File: src/include/sib_pkg.sv
package sib_pkg;
   // Register addresses on the serial control bus
   localparam logic [6:0] SIB_ADDR_POWER_LOCK_STATUS = 7'h01;
   localparam logic [6:0] SIB_ADDR_TUNE_VOLTAGE_LOG = 7'h02;
   localparam logic [6:0] SIB_ADDR_FREQ_COUNT_HIGH_REG = 7'h04;
   localparam logic [6:0] SIB_ADDR_FREQ_COUNT_LOW_REG = 7'h05;
   localparam logic [6:0] SIB_ADDR_JUNCTION_TEMP_REG = 7'h07;
   localparam logic [6:0] SIB_ADDR_INTERRUPT_STATUS_REG = 7'h08;
   localparam logic [6:0] SIB_ADDR_INTERRUPT_ENABLE_REG = 7'h09;
   localparam logic [6:0] SIB_ADDR_INTERRUPT_CLEAR_REG = 7'h0A;
   localparam logic [6:0] SIB_ADDR_INTERRUPT_SET_REG = 7'h0B;

   // Field positions
   localparam int unsigned SIB_BIT_PLL_LOCK = 7;
   localparam int unsigned SIB_BIT_LOCK_FORCED = 6;
   localparam int unsigned SIB_BIT_SUPPLY_DROP = 0;
   localparam int unsigned SIB_TUNE_LSB = 4;
   localparam int unsigned SIB_TUNE_W = 3;
   localparam int unsigned SIB_FREQ_HIGH_W = 6;
   localparam int unsigned SIB_FREQ_LOW_W = 8;
   localparam int unsigned SIB_FREQ_W = 14;
   localparam int unsigned SIB_TEMP_W = 7;
   localparam int unsigned SIB_BIT_MEASURE_DONE = 1;

   // Reset values
   localparam logic SIB_SUPPLY_DROP_RESET = 1'b1;
   localparam logic SIB_IRQ_BIT_RESET = 1'b0;
   localparam logic [7:0] SIB_BYTE_RESET = 8'h00;

   // Temperature code limits
   localparam logic [7:0] SIB_TEMP_SAT_C = 8'h7F;
   localparam logic [6:0] SIB_TEMP_SAT_CODE = 7'h7F;

   // Timing
   localparam int unsigned SIB_CLK_HZ = 40_000_000;
   localparam int unsigned SIB_LOCK_TIMEOUT_MS = 5;
   localparam int unsigned SIB_LOCK_TIMEOUT_CYCLES = SIB_CLK_HZ / 1000 * SIB_LOCK_TIMEOUT_MS;

   // Serial frame: read flag, 7 address bits, 8 data bits
   localparam logic [4:0] SIB_SPI_HDR_BITS = 5'h08;
   localparam logic [4:0] SIB_SPI_FRAME_BITS = 5'h10;

   typedef struct packed {
      logic wr;
      logic rd;
      logic [6:0] addr;
      logic [7:0] data;
   } sib_req_s;

   typedef enum logic [1:0] {
      SIB_LK_SEARCH,
      SIB_LK_LOCKED,
      SIB_LK_FORCED
   } sib_lock_state_e;
endpackage

File: src/hdl/sib_spi_slave.sv
`timescale 1ns/10ps
`default_nettype none
module sib_spi_slave
   import sib_pkg::*;
(
   input wire logic i_sys_clk,
   input wire logic i_reset,
   input wire logic i_spi_sclk,
   input wire logic i_spi_ss_n,
   input wire logic i_spi_mosi,
   input wire logic [7:0] i_rd_data,
   output sib_req_s o_req,
   output logic o_spi_miso,
   output logic o_spi_miso_oe
);
   logic sclk_q;
   logic [4:0] bit_cnt;
   logic [14:0] shift_in;
   logic is_read;
   logic [7:0] tx;
   logic rise;
   logic fall;

   assign rise = i_spi_sclk & ~sclk_q & ~i_spi_ss_n;
   assign fall = ~i_spi_sclk & sclk_q & ~i_spi_ss_n;

   always_ff @(posedge i_sys_clk or posedge i_reset) begin
      if (i_reset) begin
         sclk_q <= 1'b0;
      end else begin
         sclk_q <= i_spi_sclk;
      end
   end

   // Receive side: count and shift on rising edges
   always_ff @(posedge i_sys_clk or posedge i_reset) begin
      if (i_reset) begin
         bit_cnt <= 5'h00;
         shift_in <= 15'h0000;
         is_read <= 1'b0;
         o_req <= '0;
      end else begin
         o_req.wr <= 1'b0;
         o_req.rd <= 1'b0;
         if (i_spi_ss_n) begin
            bit_cnt <= 5'h00;
         end else if (rise && bit_cnt < SIB_SPI_FRAME_BITS) begin
            shift_in <= {shift_in[13:0], i_spi_mosi};
            bit_cnt <= bit_cnt + 5'h01;
            if (bit_cnt == SIB_SPI_HDR_BITS - 5'h01) begin
               is_read <= shift_in[6];
               o_req.addr <= {shift_in[5:0], i_spi_mosi};
            end
            if (bit_cnt == SIB_SPI_FRAME_BITS - 5'h01 && !is_read) begin
               o_req.wr <= 1'b1;
               o_req.data <= {shift_in[6:0], i_spi_mosi};
            end
         end else if (fall && bit_cnt == SIB_SPI_HDR_BITS && is_read) begin
            o_req.rd <= 1'b1;
            o_req.data <= i_rd_data;
         end
      end
   end

   // Transmit side: change data on falling edges
   always_ff @(posedge i_sys_clk or posedge i_reset) begin
      if (i_reset) begin
         tx <= 8'h00;
         o_spi_miso <= 1'b0;
         o_spi_miso_oe <= 1'b0;
      end else if (i_spi_ss_n) begin
         o_spi_miso_oe <= 1'b0;
         o_spi_miso <= 1'b0;
      end else if (fall && is_read && bit_cnt == SIB_SPI_HDR_BITS) begin
         tx <= {i_rd_data[6:0], 1'b0};
         o_spi_miso <= i_rd_data[7];
         o_spi_miso_oe <= 1'b1;
      end else if (fall && is_read && bit_cnt > SIB_SPI_HDR_BITS) begin
         tx <= {tx[6:0], 1'b0};
         o_spi_miso <= tx[7];
      end
   end
endmodule // sib_spi_slave
`default_nettype wire

File: src/hdl/sib_status_irq_bank.sv
// Operation
// - Power status bit 7 shows PLL lock, one while locked.
// - No lock within 5 ms forces lock indication and sets bit 6.
// - Bit 0 flags a supply drop below the reset threshold.
// - Reading the supply-drop flag clears it unless a new drop arrives.
// - Tuning-voltage ADC code shows in bits 6 to 4.
// - Upper six count bits read in bits 5 to 0 of first register.
// - Lower eight count bits read in bits 7 to 0 of second register.
// - Count is high part times 256 plus low part.
// - Temperature code at most 21 below 22 C, saturates 127 C up.
// - Between 22 and 126 C code equals temperature in degrees.
// - Interrupt status bit 1 shows measurement ended.
// - Interrupt enable bit 1 is read-write and enables measurement interrupt.
// - Interrupt clear bit 1 is read-write and clears measurement status.
// - Interrupt set bit 1 is read-write and forces measurement status.
// - Tuning ADC result is valid only while its enable input is one.
`timescale 1ns/10ps
`default_nettype none
module sib_status_irq_bank
   import sib_pkg::*;
#(
   parameter int unsigned LOCK_TIMEOUT_CYCLES = SIB_LOCK_TIMEOUT_CYCLES
) (
   input wire logic i_sys_clk,
   input wire logic i_reset,
   input wire logic i_spi_sclk,
   input wire logic i_spi_ss_n,
   input wire logic i_spi_mosi,
   output logic o_spi_miso,
   output logic o_spi_miso_oe,
   input wire logic i_pll_locked,
   input wire logic i_supply_drop,
   input wire logic i_tune_adc_enable,
   input wire logic [2:0] i_tune_adc_code,
   input wire logic [13:0] i_freq_count,
   input wire logic i_measure_done,
   input wire logic [7:0] i_temp_celsius,
   output logic o_irq
);
   localparam int unsigned CW = $clog2(LOCK_TIMEOUT_CYCLES + 1);

   sib_req_s req;
   logic [7:0] rd_data;
   logic [7:0] next_rd_data;
   logic rd_power;

   sib_lock_state_e lock_state;
   logic [CW-1:0] lock_cnt;
   logic pll_lock_flag;
   logic lock_timeout_forced;
   logic supply_drop_flag;
   logic [2:0] tune_code;
   logic [13:0] freq_count;
   logic [5:0] freq_count_high;
   logic [7:0] freq_count_low;
   logic [6:0] junction_temp_code;
   logic [6:0] next_temp_code;
   logic measure_done_status;
   logic measure_done_irq_en;
   logic measure_done_irq_clr;
   logic measure_done_irq_force;
   logic wr_clr_one;
   logic wr_force_one;

   sib_spi_slave u_spi (
      .i_sys_clk(i_sys_clk),
      .i_reset(i_reset),
      .i_spi_sclk(i_spi_sclk),
      .i_spi_ss_n(i_spi_ss_n),
      .i_spi_mosi(i_spi_mosi),
      .i_rd_data(rd_data),
      .o_req(req),
      .o_spi_miso(o_spi_miso),
      .o_spi_miso_oe(o_spi_miso_oe)
   );

   // Lock monitor: timeout after reset forces the lock indication
   always_ff @(posedge i_sys_clk or posedge i_reset) begin
      if (i_reset) begin
         lock_state <= SIB_LK_SEARCH;
         lock_cnt <= '0;
      end else begin
         unique case (lock_state)
            SIB_LK_SEARCH: begin
               if (i_pll_locked) begin
                  lock_state <= SIB_LK_LOCKED;
               end else if (lock_cnt == CW'(LOCK_TIMEOUT_CYCLES - 1)) begin
                  lock_state <= SIB_LK_FORCED;
               end else begin
                  lock_cnt <= lock_cnt + CW'(1);
               end
            end
            SIB_LK_LOCKED: begin
               lock_state <= SIB_LK_LOCKED;
            end
            SIB_LK_FORCED: begin
               lock_state <= SIB_LK_FORCED;
            end
         endcase
      end
   end

   always_ff @(posedge i_sys_clk or posedge i_reset) begin
      if (i_reset) begin
         pll_lock_flag <= 1'b0;
         lock_timeout_forced <= 1'b0;
      end else begin
         pll_lock_flag <= i_pll_locked || (lock_state == SIB_LK_FORCED);
         lock_timeout_forced <= (lock_state == SIB_LK_FORCED);
      end
   end

   // Supply drop flag: set by reset itself, cleared by read, set wins
   assign rd_power = req.rd && (req.addr == SIB_ADDR_POWER_LOCK_STATUS);

   always_ff @(posedge i_sys_clk or posedge i_reset) begin
      if (i_reset) begin
         supply_drop_flag <= SIB_SUPPLY_DROP_RESET;
      end else if (i_supply_drop) begin
         supply_drop_flag <= 1'b1;
      end else if (rd_power) begin
         supply_drop_flag <= 1'b0;
      end
   end

   // Frequency and temperature captured every cycle, tune code captured while enabled and zeroed while disabled
   always_ff @(posedge i_sys_clk or posedge i_reset) begin
      if (i_reset) begin
         tune_code <= 3'h0;
      end else if (i_tune_adc_enable) begin
         tune_code <= i_tune_adc_code;
      end else begin
         tune_code <= 3'h0;
      end
   end

   always_ff @(posedge i_sys_clk or posedge i_reset) begin
      if (i_reset) begin
         freq_count <= 14'h0000;
      end else begin
         freq_count <= i_freq_count;
      end
   end

   assign freq_count_high = freq_count[SIB_FREQ_W-1:SIB_FREQ_LOW_W];
   assign freq_count_low = freq_count[SIB_FREQ_LOW_W-1:0];

   always_comb begin
      if (i_temp_celsius >= SIB_TEMP_SAT_C) begin
         next_temp_code = SIB_TEMP_SAT_CODE;
      end else begin
         next_temp_code = i_temp_celsius[SIB_TEMP_W-1:0];
      end
   end

   always_ff @(posedge i_sys_clk or posedge i_reset) begin
      if (i_reset) begin
         junction_temp_code <= 7'h00;
      end else begin
         junction_temp_code <= next_temp_code;
      end
   end

   // Interrupt control registers
   assign wr_clr_one = req.wr && (req.addr == SIB_ADDR_INTERRUPT_CLEAR_REG)
                       && req.data[SIB_BIT_MEASURE_DONE];
   assign wr_force_one = req.wr && (req.addr == SIB_ADDR_INTERRUPT_SET_REG)
                         && req.data[SIB_BIT_MEASURE_DONE];

   always_ff @(posedge i_sys_clk or posedge i_reset) begin
      if (i_reset) begin
         measure_done_irq_en <= SIB_IRQ_BIT_RESET;
      end else if (req.wr && req.addr == SIB_ADDR_INTERRUPT_ENABLE_REG) begin
         measure_done_irq_en <= req.data[SIB_BIT_MEASURE_DONE];
      end
   end

   always_ff @(posedge i_sys_clk or posedge i_reset) begin
      if (i_reset) begin
         measure_done_irq_clr <= SIB_IRQ_BIT_RESET;
      end else if (req.wr && req.addr == SIB_ADDR_INTERRUPT_CLEAR_REG) begin
         measure_done_irq_clr <= req.data[SIB_BIT_MEASURE_DONE];
      end
   end

   always_ff @(posedge i_sys_clk or posedge i_reset) begin
      if (i_reset) begin
         measure_done_irq_force <= SIB_IRQ_BIT_RESET;
      end else if (req.wr && req.addr == SIB_ADDR_INTERRUPT_SET_REG) begin
         measure_done_irq_force <= req.data[SIB_BIT_MEASURE_DONE];
      end
   end

   // Status: completion or forced set wins over a clear in the same cycle
   always_ff @(posedge i_sys_clk or posedge i_reset) begin
      if (i_reset) begin
         measure_done_status <= SIB_IRQ_BIT_RESET;
      end else if (i_measure_done || wr_force_one) begin
         measure_done_status <= 1'b1;
      end else if (wr_clr_one) begin
         measure_done_status <= 1'b0;
      end
   end

   always_ff @(posedge i_sys_clk or posedge i_reset) begin
      if (i_reset) begin
         o_irq <= 1'b0;
      end else begin
         o_irq <= measure_done_status && measure_done_irq_en;
      end
   end

   // Read data mux; unmapped and reserved bits read as zero
   always_comb begin
      next_rd_data = SIB_BYTE_RESET;
      unique case (req.addr)
         SIB_ADDR_POWER_LOCK_STATUS: begin
            next_rd_data[SIB_BIT_PLL_LOCK] = pll_lock_flag;
            next_rd_data[SIB_BIT_LOCK_FORCED] = lock_timeout_forced;
            next_rd_data[SIB_BIT_SUPPLY_DROP] = supply_drop_flag;
         end
         SIB_ADDR_TUNE_VOLTAGE_LOG: begin
            next_rd_data[SIB_TUNE_LSB +: SIB_TUNE_W] = tune_code;
         end
         SIB_ADDR_FREQ_COUNT_HIGH_REG: begin
            next_rd_data[SIB_FREQ_HIGH_W-1:0] = freq_count_high;
         end
         SIB_ADDR_FREQ_COUNT_LOW_REG: begin
            next_rd_data = freq_count_low;
         end
         SIB_ADDR_JUNCTION_TEMP_REG: begin
            next_rd_data[SIB_TEMP_W-1:0] = junction_temp_code;
         end
         SIB_ADDR_INTERRUPT_STATUS_REG: begin
            next_rd_data[SIB_BIT_MEASURE_DONE] = measure_done_status;
         end
         SIB_ADDR_INTERRUPT_ENABLE_REG: begin
            next_rd_data[SIB_BIT_MEASURE_DONE] = measure_done_irq_en;
         end
         SIB_ADDR_INTERRUPT_CLEAR_REG: begin
            next_rd_data[SIB_BIT_MEASURE_DONE] = measure_done_irq_clr;
         end
         SIB_ADDR_INTERRUPT_SET_REG: begin
            next_rd_data[SIB_BIT_MEASURE_DONE] = measure_done_irq_force;
         end
         default: begin
            next_rd_data = SIB_BYTE_RESET;
         end
      endcase
   end

   assign rd_data = next_rd_data;
endmodule // sib_status_irq_bank
`default_nettype wire

File: config.mk
export PLATFORM = sky130hd
export DESIGN_NAME = sib_status_irq_bank
export DESIGN_NICKNAME = d
export VERILOG_FILES = /design/src/include/sib_pkg.sv /design/src/hdl/sib_spi_slave.sv /design/src/hdl/sib_status_irq_bank.sv
export SDC_FILE = /design/constraint.sdc
export NUM_CORES = 1
export LEC_CHECK = 0
export BUFFER_PORTS_ARGS = -buffer_cell sky130_fd_sc_hd__buf_2
export CORE_MARGIN = 2
export CORE_UTILIZATION = 50
export CTS_CLUSTER_SIZE = 25
export DETAILED_ROUTE_END_ITERATION = 10
export PLACE_DENSITY = 0.68
export SLEW_MARGIN = 20
export SYNTH_ARGS = -nofsm -noshare
export SYNTH_HDL_FRONTEND = slang
export SYNTH_SLANG_ARGS = --single-unit
File: constraint.sdc
create_clock -name i_sys_clk -period 2.68 [get_ports i_sys_clk]
set_clock_uncertainty 0.2 [all_clocks]
set_input_delay 0.536 -clock i_sys_clk [delete_from_list [all_inputs] [get_ports i_sys_clk]]
set_output_delay 0.536 -clock i_sys_clk [all_outputs]
set_load 0.01 [all_outputs]
==> summary.txt <==
Finish
  • Final #Nets: about 420
  • Share of layout cells above drive strength 1: 0.2111
  • Multi-input gate area: ~0.0016 mm²
  • Layout Cells excl Fill: roughly 480
  • Seq. cell area: between 0.002 and 0.0025 mm²
  • Fin area: 0.004355 mm²
  • Fin util: 0.5941
  • Area grow syn2layout: 14.06%
  • Diodes inserted: 0
  • Filler cells: 609

Logic synthesis
  • Area contributors post-synth: dfrtp_1 (55%), xnor2_1 (3.7%), nand2_1 (3.2%)
  • Area leader, netlist: dfrtp_1
  • Top_reg_cell synth: dfrtp_1
  • Synthesized area: 0.003819 mm²
  • Sequential cell area fraction in the yosys report: 0.5573
  • Yosys warnings: 0
  • Number of flops mapped to enable cells by yosys: 0
  • Yosys reg bits: 85
  • Synth Area per Inst: ~12 µm²
  • Ys async rst share: 1.000
  • Synth Instances: roughly 330
  • Top cells by count, synth: dfrtp_1 (84), nand2_1 (33), nor2_1 (19), xnor2_1 (16), inv_1 (11)
  • Count leader, synth: dfrtp_1
  • Syn nets: 373
  • Distinct cells, synth: 61
  • Share of the synthesized area in the top cell type: 0.5505

Global route
  • Number of global-route vias before repair: 2572
  • Initial antenna violation count: 0
  • Total track usage: 0.1838
  • Largest net degree at the start of global routing: 75
  • First-pass GRT wire length: 12130 µm
  • Global route total overflow: 0

Place
  • Placer congestion estimate: a little over 0.8
  • # placed instances: around 460
  • Post-detail-place hpwl: about 5200 µm
  • Dpl cell area: between 0.004 and 0.005 mm²
  • Pre-CTS WS: 514.0 ps
  • Port Buf Inserts: 36

Clock network
  • Root Buffer: clkbuf_8
  • CTS Buf Count: 9
  • CTS clock-pin slew for the worst setup and hold paths: 70 ps
  • CTS tree: done
  • TritonCTS Sinks: 85
  • Resized cells post-CTS: 0
  • # H-tree levels: 3
  • Clock Path Buffers: 2
  • Worst-skew pair later-pin latency: ~350 ps

Timing
  • Fmax: slightly below 500 MHz
  • RSZ-0062 raised after global routing: no
  • Final hold slack: 90.01 ps
  • Count of final hold-check violations: 0
  • Post-route clock period utilization: 0.7619
  • Crit path time final: 2042 ps
  • Final setup violation count: 0
  • Setup TNS: 0 ps
  • Max-slew headroom: 0.5252
  • Worst-Margin Slew: 712.3 ps
  • Final worst-path setup slack: approximately 640 ps
  • Max Transition Viols Final: 0

Setup path
  • CP Launch Type: flip-flop
  • Worst reg2reg startpoint: u_spi.bit_cnt[0]$_DFFE_PP0P_
  • Crit path max-delay cell type: dfrtp_1
  • Worst path max stage delay: around 410 ps
  • Max FO, Critical Path: 5
  • CP Capture Type: flip-flop
  • Critical path type: reg2reg
  • Data arrival, critical path: 2060 ps
  • Worst path cell trace: inv_1 -> ha_1 -> nand4bb_1 -> or2_1 -> a221oi_2 -> a211oi_1
  • WP data required: about 2700 ps
  • Origin of the worst setup path: u_spi.bit_cnt[0]$_DFFE_PP0P_

Hold path
  • Worst min-delay path category: in2reg
  • Hold path startpoint: i_freq_count[4]

Floorplan
  • I/O Pins: 37
  • Chip Width: about 90 µm
  • Core box area: roughly 0.0073 mm²
  • Rows: 31
  • Die Y: just over 90 µm
  • Initial Util: 0.5209
  • Die area: approximately 0.0084 mm²

Drt
  • TritonRoute pass-1 iters: 4
  • Antenna-violating nets left: 0
  • Routed WL: between 7000 and 8000 µm
  • DRC violation count after routing: 0
  • Initial drt markers: 110
  • Via count: about 2600
  • DR vias/cell: ~5.4
  • Wire length per cell: ~15 µm

Pwr
  • Pwr Total: roughly 2.8 mW
  • Pwr dens: around 640 mW/mm²
  • Worst vdd ir: between 0.4 and 0.5 mV
  • Standby leakage power: 1.983 nW

Run
  • Max-Cap Viols: 0

Status
  • Outcome: finished, final reports clean
repair_timing:
item                      CTS  global route
hold endpoints to repair   11             0
buffers inserted            0             0
hold buffers                1             0
cell usage in the layout (no fill, tap or decap), types with 6 or more instances in the layout:
cell       n
dfrtp_1   84
buf_2     36
nand2_1   33
nor2_1    19
xnor2_1   16
mux2_1    10
inv_1     10
mux2i_1   10
clkbuf_8  10
nand3_1    9
nand4_1    9
or2_2      8
and2_1     7
ha_1       7
nor2b_1    6
and3_1     6
worst max-delay path: cells and delay by family, from the launching register on:
kind,cells,cell delay [ps]
flops,1,410
buf+inv,1,80
fa+ha+maj,1,160
simple gates,2,670
compound gates,2,400
cell families (layout without fill, tap and decap cells):
| kind of cell | count (synthesis) | after routing | synth area share |
|---|---|---|---|
| and+or+nand+nor | 131 | 131 | 0.1995 |
| DFF | 85 | 85 | 0.5573 |
| AOI/OAI and AO/OA | 45 | 45 | 0.08945 |
| buffers and inverters | 23 | 70 | 0.02556 |
| muxes | 22 | 22 | 0.06160 |
| xor gates and xnor gates | 19 | 19 | 0.04358 |
| adders and majority gates | 7 | 7 | 0.02293 |
path summary, 6_finish.rpt:
| kind | to | slack, ps | cells past startpoint |
|---|---|---|---|
| worst max-delay path | u_spi.tx[2]$_DFFE_PP0P_ | 640 | 6 |
| worst min-delay path | freq_count[4]$_DFF_PP0_ | 90 | 1 |
| worst max register to register | u_spi.tx[2]$_DFFE_PP0P_ | 640 | 6 |
| worst min register to register | u_spi.shift_in[6]$_DFFE_PP0P_ | 280 | 2 |
| max in group asynchronous | supply_drop_flag$_DFFE_PP1P_ | 1120 | 4 |
| min in group asynchronous | lock_cnt[2]$_DFFE_PP0P_ | 480 | 3 |
layer usage:
metal,up-vias,global-route usage,share of wire
li1,1258,-,-
met1,1263,0.2396,0.45
met2,39,0.2941,0.50
met3,13,0.04813,0.032
met4,0,0.07071,0.019
met5,-,0,0
cell type report:
cell class              count  area share
well taps                  99     0.02844
inverters                  12     0.01120
clock buffers              11     0.03246
multi-input cells         224      0.3657
clock inverters             4     0.01666
repair buffers             43     0.05688
flip-flops and latches     85      0.4887
power breakdown:
part | switching [mW] | internal [mW] | total, mW
Clock | 0.419 | 0.544 | 0.963
Combinational | 0.179 | 0.167 | 0.346
Sequential | 0.0831 | 1.40 | 1.48
registers in the layout, summed over array words and instances, names as in the netlist:
| register | flops |
|---|---|
| pll_lock_flag | 1 |
| u_spi.sclk_q | 1 |
| u_spi.o_spi_miso_oe | 1 |
| u_spi.o_req | 10 |
| measure_done_irq_en | 1 |
| freq_count | 14 |
| u_spi.tx | 7 |
| measure_done_status | 1 |
| junction_temp_code | 7 |
| lock_cnt | 18 |
| u_spi.is_read | 1 |
| lock_state | 2 |
| measure_done_irq_force | 1 |
| supply_drop_flag | 1 |
| u_spi.o_spi_miso | 1 |
| tune_code | 3 |
| measure_done_irq_clr | 1 |
| lock_timeout_forced | 1 |
| o_irq | 1 |
| u_spi.shift_in | 7 |
| u_spi.bit_cnt | 5 |
No activity file was read; power rests on OpenSTA's default activity.
